`src/verilog/spi_frame_defs.svh`:
```
`ifndef SPI_FRAME_DEFS_SVH
`define SPI_FRAME_DEFS_SVH

// Register byte addresses
`define OFS_TX_DATA     8'h00
`define OFS_RX_DATA     8'h04
`define OFS_STATUS      8'h08
`define OFS_CTRL        8'h10

// Control register reset and writable bits
`define CTRL_RESET      32'h0010_8100
`define CTRL_WR_MASK    32'h0FFF_F1FF

// Control field positions
`define CTRL_BURST_MSB  27
`define CTRL_BURST_LSB  20
`define CTRL_VAR_GO     19
`define CTRL_VAR_ENA    18
`define CTRL_LEN_MSB    17
`define CTRL_LEN_LSB    12
`define CTRL_TX_DIS     8
`define CTRL_RX_SWAP    7
`define CTRL_TX_SWAP    6
`define CTRL_LSB_FIRST  5
`define CTRL_LOOPBACK   4
`define CTRL_RX_DIS     3
`define CTRL_ROLE_SEL   2
`define CTRL_CPOL       1
`define CTRL_CPHA       0

// Status field positions
`define STAT_TX_FULL    0
`define STAT_RX_VALID   1
`define STAT_BUSY       2

// Length limits and serial clock half period in system clocks
`define LEN_MIN         6'd3
`define LEN_MAX         6'd32
`define SCLK_HALF_CYC   4

`endif

```
`src/verilog/spi_frame_pkg.sv`:
```
package spi_frame_pkg;

    typedef enum logic [1:0] {
        ST_IDLE = 2'b00,
        ST_WAIT = 2'b01,
        ST_RUN  = 2'b10,
        ST_END  = 2'b11
    } mst_state_t;

    typedef struct packed {
        logic       lsb_first;
        logic [5:0] len;
    } shift_mode_t;

    typedef struct packed {
        logic        load;
        logic [31:0] word;
        logic        shift;
        logic        sample;
        logic        bit_in;
    } shift_cmd_t;

endpackage

```
`src/verilog/spi_frame_ctrl.sv`:
```
`timescale 1ns/100ps
`default_nettype none
`include "spi_frame_defs.svh"

// Contract
// - Go set: start once transmit data waits
// - Run while data and go; clear stops
// - Variable mode: start/stop by go bit
// - Length field 3 to 32, reset 8
// - Received word zero padded to boundary
// - Transmit disable: buffer not drained, reset one
// - Receive byte swap on read when set
// - Transmit byte swap on write when set
// - Bit order: MSB or LSB first
// - Loopback feeds transmit bits to receiver
// - Receive disable: nothing is stored
// - Role bit: slave or master
// - Idle clock level while deselected
// - Phase picks drive and sample edges
// - Full duplex: one bit in per out
// - Master burst count per select, reset one
module spi_frame_ctrl
    import spi_frame_pkg::*;
#(
    parameter int HALF_DIV = `SCLK_HALF_CYC
)(
    input  wire logic        sys_clk_i,
    input  wire logic        sys_rst_i,
    input  wire logic        psel_i,
    input  wire logic        penable_i,
    input  wire logic        pwrite_i,
    input  wire logic [7:0]  paddr_i,
    input  wire logic [31:0] pwdata_i,
    output logic      [31:0] prdata_o,
    output logic             pready_o,
    output logic             pslverr_o,
    input  wire logic        sclk_i,
    output logic             sclk_o,
    output logic             sclk_oe_o,
    input  wire logic        cs_n_i,
    output logic             cs_n_o,
    output logic             cs_n_oe_o,
    input  wire logic        sdi_i,
    output logic             sdo_o,
    output logic             sdo_oe_o
);

    // ****************************************
    // Parameter check
    // ****************************************
    // Below four cycles the two-stage synced data input misses the sample edge
    if (HALF_DIV < 4 || HALF_DIV > 65535) begin : g_bad_div
        $error("HALF_DIV out of range");
    end

    // ****************************************
    // Declarations
    // ****************************************
    logic [31:0] ctrl_r;
    logic [31:0] tx_data_r;
    logic [31:0] rx_data_r;
    logic        tx_valid_r;
    logic        rx_valid_r;
    mst_state_t  state_r;
    mst_state_t  state_nxt;
    logic [15:0] div_r;
    logic [6:0]  tog_r;
    logic [7:0]  units_left_r;
    logic        sclk_r;
    logic        sclk_prev_r;
    logic        cs_prev_r;

    logic [2:0]  pin_sync;
    logic        s_sclk;
    logic        s_cs_n;
    logic        s_sdi;

    logic [7:0]  burst_cnt;
    logic        var_go;
    logic        var_ena;
    logic [5:0]  len_raw;
    logic [5:0]  eff_len;
    logic        tx_dis;
    logic        rx_swap;
    logic        tx_swap;
    logic        lsb_first;
    logic        loopback;
    logic        rx_dis;
    logic        controller_role_select;
    logic        cpol;
    logic        cpha;

    logic        hit_tx;
    logic        hit_rx;
    logic        hit_stat;
    logic        hit_ctrl;
    logic        mapped;
    logic        apb_wait;
    logic        apb_done;
    logic        wr_tx;
    logic        rd_rx;
    logic [31:0] rx_view;
    logic [31:0] status_w;
    logic [31:0] rd_word;

    logic [31:0] class_mask;
    logic [31:0] tx_unit;
    logic        tx_take;
    logic        unit_avail;
    logic        rx_room;
    logic        stop_var;
    logic        start_ok;
    logic        div_hit;
    logic        m_tick;
    logic        tog_last;
    logic        m_load;
    logic        s_cs_act;
    logic        s_cs_fall;
    logic        s_rise;
    logic        s_fall;
    logic        s_load;
    logic        edge_any;
    logic        edge_rise;
    logic        load_w;
    logic        push_rx;
    logic        busy;

    shift_mode_t sh_mode;
    shift_cmd_t  sh_cmd;
    logic        sh_sdo;
    logic [31:0] sh_rx_word;
    logic        sh_done;

    function automatic logic [31:0] bswap(input logic [31:0] w);
        bswap = {w[7:0], w[15:8], w[23:16], w[31:24]};
    endfunction

    // ****************************************
    // Control fields
    // ****************************************
    assign burst_cnt  = ctrl_r[`CTRL_BURST_MSB:`CTRL_BURST_LSB];
    assign var_go     = ctrl_r[`CTRL_VAR_GO];
    assign var_ena    = ctrl_r[`CTRL_VAR_ENA];
    assign len_raw    = ctrl_r[`CTRL_LEN_MSB:`CTRL_LEN_LSB];
    assign tx_dis     = ctrl_r[`CTRL_TX_DIS];
    assign rx_swap    = ctrl_r[`CTRL_RX_SWAP];
    assign tx_swap    = ctrl_r[`CTRL_TX_SWAP];
    assign lsb_first  = ctrl_r[`CTRL_LSB_FIRST];
    assign loopback   = ctrl_r[`CTRL_LOOPBACK];
    assign rx_dis     = ctrl_r[`CTRL_RX_DIS];
    assign controller_role_select = ctrl_r[`CTRL_ROLE_SEL];
    assign cpol       = ctrl_r[`CTRL_CPOL];
    assign cpha       = ctrl_r[`CTRL_CPHA];

    // Out-of-range lengths are clamped rather than left undefined
    assign eff_len = (len_raw < `LEN_MIN) ? `LEN_MIN :
                     (len_raw > `LEN_MAX) ? `LEN_MAX : len_raw;

    // ****************************************
    // APB slave
    // ****************************************
    assign hit_tx   = (paddr_i == `OFS_TX_DATA);
    assign hit_rx   = (paddr_i == `OFS_RX_DATA);
    assign hit_stat = (paddr_i == `OFS_STATUS);
    assign hit_ctrl = (paddr_i == `OFS_CTRL);
    assign mapped   = hit_tx | hit_rx | hit_stat | hit_ctrl;
    // One wait state: pready rises on the second access cycle
    assign apb_wait = psel_i & penable_i & ~pready_o;
    assign apb_done = psel_i & penable_i & pready_o;
    assign wr_tx    = apb_done & pwrite_i & hit_tx;
    assign rd_rx    = apb_done & ~pwrite_i & hit_rx;

    assign rx_view  = rx_swap ? bswap(rx_data_r) : rx_data_r;
    assign busy     = (state_r != ST_IDLE) | (~controller_role_select & s_cs_act);
    assign status_w = {29'h0000_0000, busy, rx_valid_r, tx_valid_r};
    assign rd_word  = hit_rx   ? rx_view :
                      hit_stat ? status_w :
                      hit_ctrl ? ctrl_r : 32'h0000_0000;

    always_ff @(posedge sys_clk_i) begin
        if (sys_rst_i) begin
            pready_o  <= 1'b0;
            pslverr_o <= 1'b0;
            prdata_o  <= 32'h0000_0000;
        end else begin
            pready_o  <= apb_wait;
            pslverr_o <= apb_wait & ~mapped;
            prdata_o  <= (apb_wait & ~pwrite_i) ? rd_word : 32'h0000_0000;
        end
    end

    // Writes take effect at the completing edge only
    always_ff @(posedge sys_clk_i) begin
        if (sys_rst_i) begin
            ctrl_r <= `CTRL_RESET;
        end else if (apb_done & pwrite_i & hit_ctrl) begin
            ctrl_r <= pwdata_i & `CTRL_WR_MASK;
        end
    end

    // ****************************************
    // Transmit and receive holding words
    // ****************************************
    assign class_mask = (eff_len <= 6'd8)  ? 32'h0000_00FF :
                        (eff_len <= 6'd16) ? 32'h0000_FFFF : 32'hFFFF_FFFF;
    // Whole 8/16/32-bit unit is taken, bits above the length never leave
    assign tx_unit    = tx_data_r & class_mask;
    // Disabled transmit path never drains the buffer
    assign tx_take    = ~tx_dis & tx_valid_r;
    assign push_rx    = sh_done & ~rx_dis;

    // A write or push in the same cycle as the drain keeps the flag set
    always_ff @(posedge sys_clk_i) begin
        if (sys_rst_i) begin
            tx_valid_r <= 1'b0;
            tx_data_r  <= 32'h0000_0000;
            rx_valid_r <= 1'b0;
            rx_data_r  <= 32'h0000_0000;
        end else begin
            tx_valid_r <= wr_tx | (tx_valid_r & ~(load_w & tx_take));
            rx_valid_r <= push_rx | (rx_valid_r & ~rd_rx);
            if (wr_tx) begin
                tx_data_r <= tx_swap ? bswap(pwdata_i) : pwdata_i;
            end
            if (push_rx) begin
                rx_data_r <= sh_rx_word;
            end
        end
    end

    // ****************************************
    // Master sequencer
    // ****************************************
    // With transmit disabled, the go bit alone paces the stream, in variable mode only
    assign unit_avail = tx_dis ? (var_ena & var_go) : tx_valid_r;
    // Master holds off rather than overwrite an unread word
    assign rx_room    = ~(rx_valid_r & ~rx_dis);
    assign stop_var   = var_ena & ~var_go;
    assign start_ok   = unit_avail & (~var_ena | var_go);
    assign div_hit    = (div_r == 16'(HALF_DIV - 1));
    assign m_tick     = (state_r == ST_RUN) & div_hit;
    assign tog_last   = (tog_r == {eff_len, 1'b0} - 7'd1);
    assign m_load     = (state_r == ST_WAIT) & (state_nxt == ST_RUN);

    always_comb begin
        state_nxt = state_r;
        case (state_r)
            ST_IDLE: begin
                if (controller_role_select && start_ok) begin
                    state_nxt = ST_WAIT;
                end
            end
            ST_WAIT: begin
                if (!controller_role_select || stop_var) begin
                    state_nxt = ST_END;
                end else if (unit_avail && rx_room) begin
                    state_nxt = ST_RUN;
                end else if (var_ena && !unit_avail) begin
                    state_nxt = ST_END;
                end
            end
            ST_RUN: begin
                if (!controller_role_select || stop_var) begin
                    state_nxt = ST_END;
                end else if (m_tick && tog_last) begin
                    // Variable mode ignores the burst count
                    state_nxt = (!var_ena && units_left_r <= 8'h01) ? ST_END : ST_WAIT;
                end
            end
            ST_END: begin
                if (div_hit) begin
                    state_nxt = ST_IDLE;
                end
            end
            default: state_nxt = ST_IDLE;
        endcase
    end

    always_ff @(posedge sys_clk_i) begin
        if (sys_rst_i) begin
            state_r      <= ST_IDLE;
            div_r        <= 16'h0000;
            tog_r        <= 7'h00;
            units_left_r <= 8'h00;
        end else begin
            state_r <= state_nxt;
            div_r   <= (state_r != state_nxt || div_hit) ? 16'h0000 : div_r + 16'd1;
            tog_r   <= m_load ? 7'h00 : (m_tick ? tog_r + 7'd1 : tog_r);
            if (state_r == ST_IDLE) begin
                units_left_r <= burst_cnt;
            end else if (m_tick && tog_last) begin
                units_left_r <= units_left_r - 8'd1;
            end
        end
    end

    // Clock rests at the idle level outside a unit
    always_ff @(posedge sys_clk_i) begin
        if (sys_rst_i) begin
            sclk_r <= 1'b0;
        end else if (state_r != ST_RUN) begin
            sclk_r <= cpol;
        end else if (m_tick) begin
            sclk_r <= ~sclk_r;
        end
    end

    // ****************************************
    // Serial pin input synchronisers, data input shared by both roles
    // ****************************************
    spi_pin_sync #(
        .W       (3),
        .RST_VAL (3'b010)
    ) u_pin_sync (
        .sys_clk_i (sys_clk_i),
        .sys_rst_i (sys_rst_i),
        .pin_i     ({sclk_i, cs_n_i, sdi_i}),
        .sync_o    (pin_sync)
    );

    assign s_sclk = pin_sync[2];
    assign s_cs_n = pin_sync[1];
    assign s_sdi  = pin_sync[0];

    always_ff @(posedge sys_clk_i) begin
        if (sys_rst_i) begin
            sclk_prev_r <= 1'b0;
            cs_prev_r   <= 1'b1;
        end else begin
            sclk_prev_r <= s_sclk;
            cs_prev_r   <= s_cs_n;
        end
    end

    assign s_cs_act  = ~s_cs_n;
    assign s_cs_fall = cs_prev_r & ~s_cs_n;
    assign s_rise    = s_sclk & ~sclk_prev_r;
    assign s_fall    = ~s_sclk & sclk_prev_r;
    assign s_load    = ~controller_role_select & (s_cs_fall | (sh_done & s_cs_act));

    // ****************************************
    // Shift engine
    // ****************************************
    assign edge_any  = controller_role_select ? m_tick : ((s_rise | s_fall) & s_cs_act);
    assign edge_rise = controller_role_select ? ~sclk_r : s_rise;
    assign load_w    = m_load | s_load;

    assign sh_mode.lsb_first = lsb_first;
    assign sh_mode.len       = eff_len;
    assign sh_cmd.load       = load_w;
    assign sh_cmd.word       = tx_take ? tx_unit : 32'h0000_0000;
    // Phase 0 samples on rising edges, phase 1 on falling
    assign sh_cmd.sample     = edge_any & (edge_rise ^ cpha);
    assign sh_cmd.shift      = edge_any & ~(edge_rise ^ cpha);
    assign sh_cmd.bit_in     = loopback ? sh_sdo :
                               (controller_role_select ? s_sdi : s_sdi);

    spi_bit_shifter u_shifter (
        .sys_clk_i (sys_clk_i),
        .sys_rst_i (sys_rst_i),
        .mode_i    (sh_mode),
        .cmd_i     (sh_cmd),
        .sdo_o     (sh_sdo),
        .rx_word_o (sh_rx_word),
        .done_o    (sh_done)
    );

    // ****************************************
    // Pin registers
    // ****************************************
    always_ff @(posedge sys_clk_i) begin
        if (sys_rst_i) begin
            sclk_o    <= 1'b0;
            sclk_oe_o <= 1'b0;
            cs_n_o    <= 1'b1;
            cs_n_oe_o <= 1'b0;
            sdo_o     <= 1'b0;
            sdo_oe_o  <= 1'b0;
        end else begin
            sclk_o    <= sclk_r;
            sclk_oe_o <= controller_role_select;
            cs_n_o    <= (state_nxt == ST_IDLE);
            cs_n_oe_o <= controller_role_select;
            sdo_o     <= sh_sdo & ~tx_dis;
            sdo_oe_o  <= controller_role_select | s_cs_act;
        end
    end

endmodule

`default_nettype wire

```
`src/verilog/spi_pin_sync.sv`:
```
`timescale 1ns/100ps
`default_nettype none

module spi_pin_sync #(
    parameter int           W       = 1,
    parameter logic [W-1:0] RST_VAL = '0
)(
    input  wire logic         sys_clk_i,
    input  wire logic         sys_rst_i,
    input  wire logic [W-1:0] pin_i,
    output logic      [W-1:0] sync_o
);

    logic [W-1:0] meta_r;

    // First stage feeds only the second stage
    always_ff @(posedge sys_clk_i) begin
        if (sys_rst_i) begin
            meta_r <= RST_VAL;
            sync_o <= RST_VAL;
        end else begin
            meta_r <= pin_i;
            sync_o <= meta_r;
        end
    end

endmodule

`default_nettype wire

```
`src/verilog/spi_bit_shifter.sv`:
```
`timescale 1ns/100ps
`default_nettype none

module spi_bit_shifter
    import spi_frame_pkg::*;
(
    input  wire logic        sys_clk_i,
    input  wire logic        sys_rst_i,
    input  wire shift_mode_t mode_i,
    input  wire shift_cmd_t  cmd_i,
    output logic             sdo_o,
    output logic [31:0]      rx_word_o,
    output logic             done_o
);

    logic [31:0] tx_sh_r;
    logic [31:0] rx_sh_r;
    logic [5:0]  cnt_r;
    logic [31:0] len_mask;
    logic [31:0] rx_nxt;
    logic [31:0] tx_nxt;
    logic [5:0]  top_idx;
    logic        last_bit;

    assign top_idx   = mode_i.len - 6'd1;
    assign len_mask  = 32'hFFFF_FFFF >> (6'd32 - mode_i.len);
    assign last_bit  = (cnt_r == top_idx);
    // Bit order applies alike to both directions
    assign sdo_o     = mode_i.lsb_first ? tx_sh_r[0] : tx_sh_r[top_idx[4:0]];
    assign rx_nxt    = mode_i.lsb_first ?
                       ((rx_sh_r >> 1) | ({31'h0000_0000, cmd_i.bit_in} << top_idx)) :
                       {rx_sh_r[30:0], cmd_i.bit_in};
    assign tx_nxt    = mode_i.lsb_first ? (tx_sh_r >> 1) : (tx_sh_r << 1);
    // Upper bits stay zero up to the word boundary
    assign rx_word_o = rx_nxt & len_mask;
    assign done_o    = cmd_i.sample & last_bit;

    // One bit in per bit out; first bit is preset by the load
    always_ff @(posedge sys_clk_i) begin
        if (sys_rst_i) begin
            tx_sh_r <= 32'h0000_0000;
            rx_sh_r <= 32'h0000_0000;
            cnt_r   <= 6'h00;
        end else if (cmd_i.load) begin
            tx_sh_r <= cmd_i.word;
            rx_sh_r <= 32'h0000_0000;
            cnt_r   <= 6'h00;
        end else begin
            if (cmd_i.sample) begin
                rx_sh_r <= rx_nxt;
                cnt_r   <= last_bit ? 6'h00 : cnt_r + 6'd1;
            end
            if (cmd_i.shift && cnt_r != 6'h00) begin
                tx_sh_r <= tx_nxt;
            end
        end
    end

endmodule

`default_nettype wire

```
`config.mk`:
```
export PLATFORM = sky130hd
export DESIGN_NAME = spi_frame_ctrl
export DESIGN_NICKNAME = d
export VERILOG_FILES = /design/src/verilog/spi_frame_pkg.sv /design/src/verilog/spi_frame_ctrl.sv /design/src/verilog/spi_pin_sync.sv /design/src/verilog/spi_bit_shifter.sv
export VERILOG_INCLUDE_DIRS = /design/src /design/src/verilog
export SDC_FILE = /design/constraint.sdc
export NUM_CORES = 1
export LEC_CHECK = 0
export BUFFER_PORTS_ARGS = -buffer_cell sky130_fd_sc_hd__buf_4
export CORE_AREA = 10 10 194 196
export DETAILED_ROUTE_END_ITERATION = 10
export DIE_AREA = 0 0 204 206
export PLACE_DENSITY = 0.48
export SLEW_MARGIN = 40
export SYNTH_ARGS = -nofsm -noshare
export SYNTH_HDL_FRONTEND = slang
export SYNTH_SLANG_ARGS = --single-unit
```
`constraint.sdc`:
```
create_clock -name sys_clk_i -period 8.2 [get_ports sys_clk_i]
set_clock_uncertainty 0.1 [all_clocks]
set_input_delay 1.23 -clock sys_clk_i [delete_from_list [all_inputs] [get_ports sys_clk_i]]
set_output_delay 1.23 -clock sys_clk_i [all_outputs]
set_load 0.02 [all_outputs]
```
# Word level (Yosys, flattened, before mapping)
# Cells that the tools add are included.
[totals]
reg_bits = 242
wordCells = 174
[op_classes]
addsub = 7
order_cmp = 6
eq_ne = 12
shifts = 2
mux = 35
n_bitwise = 64
n_reduce_logical = 23
[op_table]
columns = ["cell", "count"]
rows = [
  ["two-way mux 32 bit", 10],
  ["AND 32 bit", 2],
  ["two-way mux 28 bit", 2],
  ["AND 1 bit", 32],
  ["bitwise OR 31 x 32 -> 32 bit", 1],
  ["<< shifter 1 x 6 -> 32 bit", 1],
  ["right shift 32 x 6 -> 32 bit, first input constant", 1],
  ["two-way mux 6 bit", 3],
  ["NOT 1 bit", 17],
  ["adder 16 x 1 -> 16 bit, second input constant", 1],
  ["equality test 16 x 2 -> 1 bit, second input constant", 1],
  ["two-way mux 2 bit", 8],
  ["two-way mux 8 bit", 2],
  ["bitwise OR 1 bit", 11],
  ["equality test 8 x 3 -> 1 bit, second input constant", 1],
  ["equality test 8 x 4 -> 1 bit, second input constant", 1],
  ["equality test 8 x 5 -> 1 bit, second input constant", 1],
  ["<= comparator 8 x 1 -> 1 bit, second input constant", 1],
  ["logical NOT 8 bit", 1],
  ["two-way mux 1 bit", 8],
  ["case mux 2 bit (4 select lines)", 1],
  ["nonzero test 2 bit", 4],
  ["OR reduction 2 bit", 4],
  ["subtractor 8 x 1 -> 8 bit, second input constant", 1],
  ["23 further kinds", 34],
]

# Logic depth before layout (Yosys ltp)
# Gate-level depths: netlist (run 1).
[logic_depth]
depth_word = 16
ltp_mapped = 18

# Cells and area by module
# From an unflattened synthesis (run 1), not the netlist that was laid out.
[hier_totals]
hier_cells = 1552
area_unflattened_um2 = 12673.4
[modules_own_cells]
columns = ["module", "instances", "cells_each", "area_per_inst_um2"]
rows = [
  ["spi_frame_ctrl", 1, 888, 7438.4],
  ["spi_bit_shifter", 1, 652, 5077.4],
  ["spi_pin_sync", 1, 12, 157.7],
]

# Worst setup path after synthesis (run 1)
# No wires, ideal clock.
[synth_path]
path_type = "reg-to-reg"
start = "register ctrl_r[16]"
end = "register rx_data_r[9]"
setup_ps = 101
arrival_time_ps = 3447
required_ps = 7999
slack_ps = 4552
stages_incl_launch_ff = 19
n_path_buf = 6
period_less_slack_ps = 3648
cell_sequence = "dfxtp_1 buf_6 or4_4 buf_6 nand2_8 inv_6 ha_1 inv_1 ha_1 clkbuf_1 inv_1 clkbuf_1 a311oi_1 o2111ai_1 a22o_1 buf_6 buf_6 nand3_1 o41ai_1"
[synth_between]
elab_chain_len = 12
[synth_lines]
columns = ["element", "line_no", "source"]
rows = [
  ["start: declaration", "spi_frame_ctrl.sv:59", "logic [31:0] ctrl_r;"],
  ["start signal: assignment", "spi_frame_ctrl.sv:195", "ctrl_r <= `CTRL_RESET;"],
  ["start signal: assignment", "spi_frame_ctrl.sv:197", "ctrl_r <= pwdata_i & `CTRL_WR_MASK;"],
  ["greater-than comparator 6 bit (no source line)", "n/a", ""],
  ["two-way mux 6 bit", "spi_frame_ctrl.sv:157", "(len_raw > `LEN_MAX) ? `LEN_MAX : len_raw;"],
  ["two-way mux 6 bit *", "spi_frame_ctrl.sv:156", "assign eff_len = (len_raw < `LEN_MIN) ? `LEN_MIN :"],
  ["subtractor 6 x 1 -> 6 bit", "spi_bit_shifter.sv:25", "assign top_idx = mode_i.len - 6'd1;"],
  ["binary-select mux 1 bit (select 5 bit)", "spi_bit_shifter.sv:29", "assign sdo_o = mode_i.lsb_first ? tx_sh_r[0] : tx_sh_r[top_idx[4:0]];"],
  ["two-way mux 1 bit (implied by the code)", "spi_bit_shifter.sv:29", ""],
  ["two-way mux 1 bit", "spi_bit_shifter.sv:29", ""],
  ["two-way mux 1 bit", "spi_frame_ctrl.sv:355", "assign sh_cmd.bit_in = loopback ? sh_sdo :"],
  ["<< shifter 1 x 6 -> 32 bit", "spi_bit_shifter.sv:31", "((rx_sh_r >> 1) | ({31'h0000_0000, cmd_i.bit_in} << top_idx)) :"],
  ["bitwise OR 31 x 32 -> 32 bit", "spi_bit_shifter.sv:31", ""],
  ["two-way mux 32 bit", "spi_bit_shifter.sv:30", "assign rx_nxt = mode_i.lsb_first ?"],
  ["AND 32 bit", "spi_bit_shifter.sv:35", "assign rx_word_o = rx_nxt & len_mask;"],
  ["end signal: assignment", "spi_frame_ctrl.sv:226", "rx_data_r <= sh_rx_word;"],
  ["end: declaration", "spi_frame_ctrl.sv:61", "logic [31:0] rx_data_r;"],
]
# Every way passes the cells marked *; elsewhere a longest branch is shown, timed or not. The select of a mux whose other input is x is not followed.
# A chain may end at the register's enable or synchronous reset.

# Final worst setup path (run 1)
[layout_path]
start = "register ctrl_r[17]"
end = "register u_shifter.rx_sh_r[19]"
[layout_between]
elab_chain_len = 13
[layout_lines]
columns = ["element", "line_no", "source"]
rows = [
  ["greater-than comparator 6 bit (no source line)", "n/a", ""],
  ["two-way mux 6 bit", "spi_frame_ctrl.sv:157", ""],
  ["two-way mux 6 bit *", "spi_frame_ctrl.sv:156", ""],
  ["subtractor 7 x 1 -> 7 bit", "spi_frame_ctrl.sv:242", "assign tog_last = (tog_r == {eff_len, 1'b0} - 7'd1);"],
  ["equality test 7 bit", "spi_frame_ctrl.sv:242", ""],
  ["logical AND 1 bit", "spi_frame_ctrl.sv:265", "end else if (m_tick && tog_last) begin"],
  ["two-way mux 2 bit", "spi_frame_ctrl.sv:265", ""],
  ["two-way mux 2 bit", "spi_frame_ctrl.sv:263", "if (!controller_role_select || stop_var) begin"],
  ["case mux 2 bit (4 select lines)", "spi_frame_ctrl.sv:247", "case (state_r)"],
  ["equality test 2 bit", "spi_frame_ctrl.sv:243", "assign m_load = (state_r == ST_WAIT) & (state_nxt == ST_RUN);"],
  ["AND 1 bit", "spi_frame_ctrl.sv:243", ""],
  ["bitwise OR 1 bit", "spi_frame_ctrl.sv:346", "assign load_w = m_load | s_load;"],
  ["OR reduction 2 bit (no source line)", "n/a", ""],
  ["end signal: assignment", "spi_bit_shifter.sv:50", "rx_sh_r <= rx_nxt;"],
  ["end: declaration", "spi_bit_shifter.sv:17", "logic [31:0] rx_sh_r;"],
]
# Marked as above.

==> results by group, run 1 <==
Finish
  • Post-Layout Inst Area: 0.01353 mm^2
  • Post-layout net count: 1465
  • # fillers: 3495
  • # diodes: 0
  • Area Growth Syn to Fin: 16.00%
  • Share of cells above drive strength 1: 13.88%

GRT
  • First-pass GRT wire length: 59400 um
  • Largest net degree at the start of global routing: 102
  • Initial antenna violation count: 0
  • Vias in the first global route: 9852
  • Grt ovf: 0
  • All-Layer GR Usage: 17.83%

Timing
  • RSZ-0062 raised after global routing: no
  • Slew headroom: 43.91%
  • Sum Neg Setup Slack: 0 ns
  • Fin. max-slew vios: 0
  • Final hold viol count: 0
  • Min cycle time layout: 4.904 ns
  • FMAX: 0.2039 GHz
  • Setup violators final: 0
  • Crit share post-route: 59.81%
  • Worst-margin pin slew: 0.8201 ns

Synth
  • Synth area leader: dfxtp_1
  • Compound-Gate Fraction of Synth Area: 19.41%
  • Main synth FF type: dfxtp_1
  • Count leader, synth: dfxtp_1
  • Asr flop ratio synth: 0%
  • Distinct cells, synth: 67
  • Synth top area share: 41.55%
  • Xor and xnor fraction of the mapped netlist area: 3.230%
  • Synth top cells by count: dfxtp_1, nand2_1, nor2_1
  • Synth Area in Adders: 1.180%
  • Synthesized area: 0.01166 mm^2
  • Seq cells post-synth: 242
  • Mux share of post-synthesis cell area: 11.44%
  • Sequential cell area fraction in the yosys report: 41.55%
  • Combinational family with the most area after synthesis: compound AO/OA/AOI/OAI gates
  • Syn nets: 1443
  • Mean area per synthesized cell: 8.426 um^2
  • Post-synth EDFFs: 0
  • Syn Inst Count: 1384
  • Top cells by area, synth: dfxtp_1, mux2i_1, nand2_1
  • Simple-Gate Fraction of Synth Area: 18.52%
  • Synth warnings: 0

Critical path
  • Crit Reg-Reg Endpoint: u_shifter.rx_sh_r[19]
  • Worst-path fanout max: 37
  • Reg2reg start: ctrl_r[17]
  • Slowest CP cell: ha_1
  • Critical Path Start Type: flip-flop
  • Critical Path End Type: flip-flop
  • Crit Path Class: flip-flop to flip-flop
  • Critical path, cell by cell: nand2b_1 > nand2_8 > inv_6 > ha_1 > inv_1 > ha_1 > inv_1 > o211a_1 > a311oi_1 > o2111ai_1 > a22o_1 > buf_4 > a31oi_1 > a21oi_1
  • WP data required: 8.51 ns
  • Crit path DAT: 5.22 ns
  • Worst reg-to-reg setup slack: 3.30 ns
  • Worst Reg-to-Reg Cells: 14
  • CP peak stage delay: 0.78 ns

Pwr
  • Int Power: 1994 uW
  • PwrDens: 194.7 mW/mm^2
  • Comb power frac: 6.7%
  • P_leak: 0.004378 uW
  • Switching Share: 24.27%
  • Maximum vdd drop: 0.1491 mV
  • Seq pwr share: 46.4%
  • Switching power: 639.1 uW
  • Clock share of power: 46.9%

Clock tree
  • Max Root-Sink Buffers: 3
  • Gates resized, CTS repair: 0
  • H-tree depth: 1
  • Clock transition at path regs: 0.06 ns
  • Setup Buffers After CTS: 0
  • Root Buffer: clkbuf_16
  • Clk sink count: 242
  • Clock latency on the worst-skew pair: 0.56 ns
  • TritonCTS clock tree: yes
  • TritonCTS Buffers: 28
  • # hold bufs at CTS: 0

Floorplan
  • Initial Utilization: 34.35%
  • Die area: 0.04202 mm^2
  • Die X: 204 um
  • Die height: 206 um
  • Core Region: 0.03395 mm^2
  • IO Pins: 88
  • Row Count: 68

Routing
  • Final WL: 38420 um
  • WL per Instance: 20.41 um
  • Vias: 10180
  • DRT antenna net count: 0
  • DRT Pass-1 Iters: 5
  • Vias per inst: 5.411
  • First DRT Iteration DRCs: 734
  • DR DRC count: 0

Place
  • Placer congestion estimate: 0.8427
  • Port Buf Inserts: 87
  • Placed cell area: 0.01259 mm^2
  • DP Wirelength: 27280 um

Hold path
  • Hold/Removal Path Class: flip-flop to flip-flop
  • Worst Hold Path EP: u_pin_sync.sync_o[1]
  • Hold wc startpoint: u_pin_sync.meta_r[1]
  • Hold Crit Depth: 1

Outcome
  • Status: finished, final reports clean

Flow run
  • Max-cap violation count: 0
-- kinds of logic after synthesis --
logic type	count (synthesis)
multiplexers	127
flip-flops	242
AO/OA/AOI/OAI	362
buffers and inverters	132
AND/OR/NAND/NOR	467
XOR/XNOR	43
adder cells (fa/ha/maj)	11
-- power groups by stage --
stage / Combinational [uW] / Sequential, uW / Clock (uW)
floorplan: 113 / 1240 / 0
global placement: 173 / 1250 / 0
detailed placement: 174 / 1250 / 0
CTS: 175 / 1220 / 1260
global route: 193 / 1220 / 1310
finish: 176 / 1220 / 1240
-- critical path, delay by kind of cell, from the launching register on --
| family | cells | cell delay (ns) |
|---|---|---|
| fa+ha+maj | 2 | 1.05 |
| buf+inv | 4 | 0.86 |
| flops | 1 | 0.60 |
| simple gates | 2 | 0.53 |
| compound gates | 6 | 1.59 |
-- through the flow --
step	util (%)	hold WS [ns]	power [uW]	std cells	worst slack [ns]
finish	39.85	0.3063	2633	1882	3.296
detailed placement	37.09	0.2929	1421	1829	3.251
floorplan	-	0.2895	1357	1384	4.552
global route	39.85	0.3261	2728	1882	2.842
CTS	39.76	0.3068	2659	1880	3.249
global placement	36.95	0.2920	1421	1829	3.333
-- layout by cell type, fill, tap and decap left out, types with 14 or more instances in the layout --
master	instances
nor2_1	120
a31oi_1	36
o21ai_0	78
nand2b_1	14
clkbuf_16	29
nor3_1	20
inv_1	24
a211oi_1	48
nand3_1	68
xor2_1	22
a21oi_1	95
o211ai_1	36
xnor2_1	21
buf_4	97
nand2_1	162
dfxtp_1	239
mux2_2	20
mux2i_1	104
-- registers in the layout (all words and copies together), names as in the netlist, 2 cells and up --
name	count
ctrl_r	25
div_r	16
prdata_o	32
rx_data_r	32
state_r	2
tog_r	7
tx_data_r	32
u_pin_sync.meta_r	3
u_pin_sync.sync_o	3
u_shifter.cnt_r	6
u_shifter.rx_sh_r	32
u_shifter.tx_sh_r	32
units_left_r	8
-- layer usage --
layer	vias to the layer above	part of all wire [%]	GRT usage (%)
li1	5026	-	-
met1	4835	48	24.93
met2	256	44	27.35
met3	67	4.9	2.837
met4	0	3.5	6.057
met5	-	0	0
-- final cells by class --
cell class / instances / area (um^2) / area share (%)
Inverter: 25 / 98.84 / 0.7307
Clock inverter: 9 / 70.07 / 0.5180
Multi-Input combinational cell: 1010 / 6344 / 46.90
Timing Repair Buffer: 99 / 754.5 / 5.578
Tap cell: 455 / 569.3 / 4.209
Sequential cell: 242 / 4856 / 35.90
Clock buffer: 42 / 834.6 / 6.170
-- how the worst max path moves through the flow --
stage                           from                     to  cells past startpoint
after CTS                 ctrl_r[17]  u_shifter.rx_sh_r[19]                     13
final                     ctrl_r[17]  u_shifter.rx_sh_r[19]                     14
after global placement    ctrl_r[17]  u_shifter.rx_sh_r[20]                     13
after detailed placement  ctrl_r[17]  u_shifter.rx_sh_r[19]                     13
after global routing      ctrl_r[17]          rx_data_r[22]                     13
after floorplan           ctrl_r[16]           rx_data_r[9]                     18
Note: power is estimated with default switching activity, not from simulation.
==> inputs of run 2 (changes only) <==
Settings changed: ABC_AREA set to 1, CORE_AREA 10 10 194 196 to 10 10 199 201, DIE_AREA 0 0 204 206 to 0 0 209 211, PLACE_DENSITY 0.48 to 0.5.
Clock period 8.2 ns to 4.4 ns, I/O delays scaled along.
==> run 2 against run 1 <==
  * Sequential power increased by 93%
  * Total power grew 110%
  * Die area grew 4.9%
  * Non-clock buffer count up 16
  * Core utilization increased by 0.61 points
  * Critical endpoint is now rx_data_r[12]
  * Highest routed layer unchanged
==> results by group, run 2 <==
Outcome
  • Status: finished, final reports clean

Routing
  • DRT Pass-1 Iters: 6
  • Vias per inst: 5.088
  • Vias: 12030
  • First DRT Iteration DRCs: 990
  • DR DRC count: 0
  • WL per Instance: 17.63 um
  • Final WL: 41680 um
  • DRT antenna net count: 0

GRT
  • Grt met1 use: 25.35%
  • Grt met2 use: 29.61%
  • All-Layer GR Usage: 18.25%
  • Grt ovf: 0
  • Vias in the first global route: 11290
  • GR Util met3: 2.499%
  • Initial antenna violation count: 0
  • First-pass GRT wire length: 65420 um
  • Largest net degree at the start of global routing: 98
  • GRT busiest layer: met2

Synth
  • Synthesized area: 0.01231 mm^2
  • Distinct cells, synth: 54
  • Synth warnings: 0
  • Seq cells post-synth: 242
  • Asr flop ratio synth: 0%
  • Synth area leader: dfxtp_1
  • Mean area per synthesized cell: 6.707 um^2
  • Count leader, synth: nand2_1
  • Synth top area share: 39.36%
  • Top cells by area, synth: dfxtp_1, nand2_1, o21ai_0
  • Sequential cell area fraction in the yosys report: 39.36%
  • Main synth FF type: dfxtp_1
  • Syn nets: 1894
  • Synth top cells by count: nand2_1, dfxtp_1, inv_1
  • Post-synth EDFFs: 0
  • Syn Inst Count: 1835

Critical path
  • Crit Reg-Reg Endpoint: rx_data_r[12]
  • CP peak stage delay: 0.67 ns
  • Slowest CP cell: ha_1
  • WP data required: 4.78 ns
  • Critical Path End Type: flip-flop
  • Crit path DAT: 4.38 ns
  • Worst-path fanout max: 15
  • Critical path's top delay family: simple AND/OR/NAND/NOR gates
  • Critical Path Start Type: flip-flop
  • CP Buf/Inv Count: 3
  • Worst Reg-to-Reg Cells: 21
  • Crit Path Class: flip-flop to flip-flop
  • Critical path, cell by cell: inv_2 > nand2_2 > nand2_2 > ha_1 > inv_1 > buf_4 > nand3_1 > nand3_1 > nand2_1 > nand2_1 > nand2_1 > nor2_1 > nand2_1 > nand3_2 > nand2_4 > nand3_1 > nor2_1 > nand2_1 > nand3_1 > nand3_1 > a21oi_1
  • Worst reg-to-reg setup slack: 0.39 ns
  • Reg2reg start: ctrl_r[17]

Clock tree
  • Root Buffer: clkbuf_16
  • Clock transition at path regs: 0.06 ns
  • TritonCTS Buffers: 30
  • # hold bufs at CTS: 0
  • TritonCTS clock tree: yes
  • H-tree depth: 1
  • Gates resized, CTS repair: 0
  • Clk sink count: 242
  • Setup Buffers After CTS: 0
  • Clock latency on the worst-skew pair: 0.56 ns
  • Max Root-Sink Buffers: 3

Pwr
  • P_leak: 0.006083 uW
  • Total power draw: 5447 uW
  • PwrDens: 380.4 mW/mm^2
  • Maximum vdd drop: 0.2645 mV

Timing
  • FMAX: 0.2496 GHz
  • Setup violators final: 0
  • Sum Neg Setup Slack: 0 ns
  • Fin. max-slew vios: 0
  • Min cycle time layout: 4.007 ns
  • RSZ-0062 raised after global routing: no
  • Final hold viol count: 0
  • Worst-margin pin slew: 0.7662 ns
  • Slew headroom: 48.92%
  • Crit share post-route: 91.07%

Floorplan
  • Die height: 211 um
  • Die area: 0.04410 mm^2
  • Die X: 209 um
  • Core Region: 0.03540 mm^2
  • Initial Utilization: 34.77%
  • IO Pins: 88
  • Row Count: 69

Finish
  • Area Growth Syn to Fin: 16.35%
  • Most common cell after layout, fill and taps aside: nand2_1
  • Post-Layout Inst Area: 0.01432 mm^2
  • Most frequent cells in the layout: nand2_1, dfxtp_1, inv_1
  • Share of cells above drive strength 1: 12.93%
  • # diodes: 0
  • Post-layout net count: 1941

Place
  • DP Wirelength: 30330 um
  • Port Buf Inserts: 87
  • Placed cell area: 0.01332 mm^2
  • Placer congestion estimate: 0.9021

Hold path
  • Worst Hold Path EP: u_pin_sync.meta_r[1]
  • Hold Crit Depth: 2
  • Hold wc startpoint: cs_n_i
  • Hold/Removal Path Class: input port to flip-flop

Flow run
  • Max-cap violation count: 0
==> run 2: cell count changes in the layout (fill, tap and decap cells not counted), moves of 45 or more <==
cell,before,now
inv_1,24,199
o21ai_0,78,198
mux2i_1,104,0
nand2_1,162,346
nand3_1,68,128
nor2_1,120,190
a21oi_1,95,190
a211oi_1,48,3
==> run 2: cell families (layout without fill, tap and decap cells) <==
family / Yosys count / after routing / share of synthesized area [%]
compound gates: 467 / 467 / 19.96
xor+xnor: 15 / 15 / 1.128
fa+ha+maj: 11 / 11 / 1.118
buf+inv: 312 / 380 / 10.00
flops: 242 / 242 / 39.36
simple gates: 788 / 788 / 28.43
==> run 2: layout make-up <==
class | count | area [um^2]
Clock inverter | 17 | 183.9
Timing Repair Buffer | 115 | 867.1
Sequential cell | 242 | 4850
Fill cell | 3818 | 21080
Clock buffer | 36 | 803.3
Multi-Input combinational cell | 1281 | 6241
Tap cell | 461 | 576.8
Inverter | 212 | 798.3
==> run 2: metrics by stage <==
step                cells  utilization [%]  hold slack, ns  setup slack (ns)
finish               2364            40.46          0.1875            0.3930
floorplan            1835                -          0.2883             1.218
detailed placement   2311            37.64          0.3040            0.4168
CTS                  2364            40.43          0.1655            0.4031
global placement     2311            37.62          0.2987            0.5658
global route         2364            40.46          0.1679           0.07256
==> run 2: layer usage <==
| layer | wire length, um | part of all wire (%) | up-vias |
|---|---|---|---|
| met5 | 0 | 0 | - |
| met4 | 714 | 1.7 | 0 |
| met3 | 2180 | 5.2 | 46 |
| met2 | 18750 | 45 | 286 |
| met1 | 20040 | 48 | 5598 |
| li1 | - | - | 6097 |
==> run 2: how the worst max path moves through the flow <==
stage,startpoint,to,slack [ns],cells after the start
5_1_grt,ctrl_r[17],u_shifter.tx_sh_r[14],0.07,21
3_5_place_dp,ctrl_r[17],u_shifter.tx_sh_r[14],0.42,21
3_3_place_gp,ctrl_r[17],u_shifter.tx_sh_r[22],0.57,21
6_report,ctrl_r[17],rx_data_r[12],0.39,21
4_1_cts,ctrl_r[17],u_shifter.tx_sh_r[14],0.40,21
2_1_floorplan,ctrl_r[17],u_shifter.tx_sh_r[13],1.22,23
==> run 2: where the power goes <==
group | total, uW | internal, uW | switching [uW] | leakage, uW
clock network | 2460 | 1470 | 991 | 0.000476
logic | 630 | 225 | 404 | 0.00365
registers | 2360 | 2280 | 77.3 | 0.00196
total | 5450 | 3970 | 1470 | 0.00608
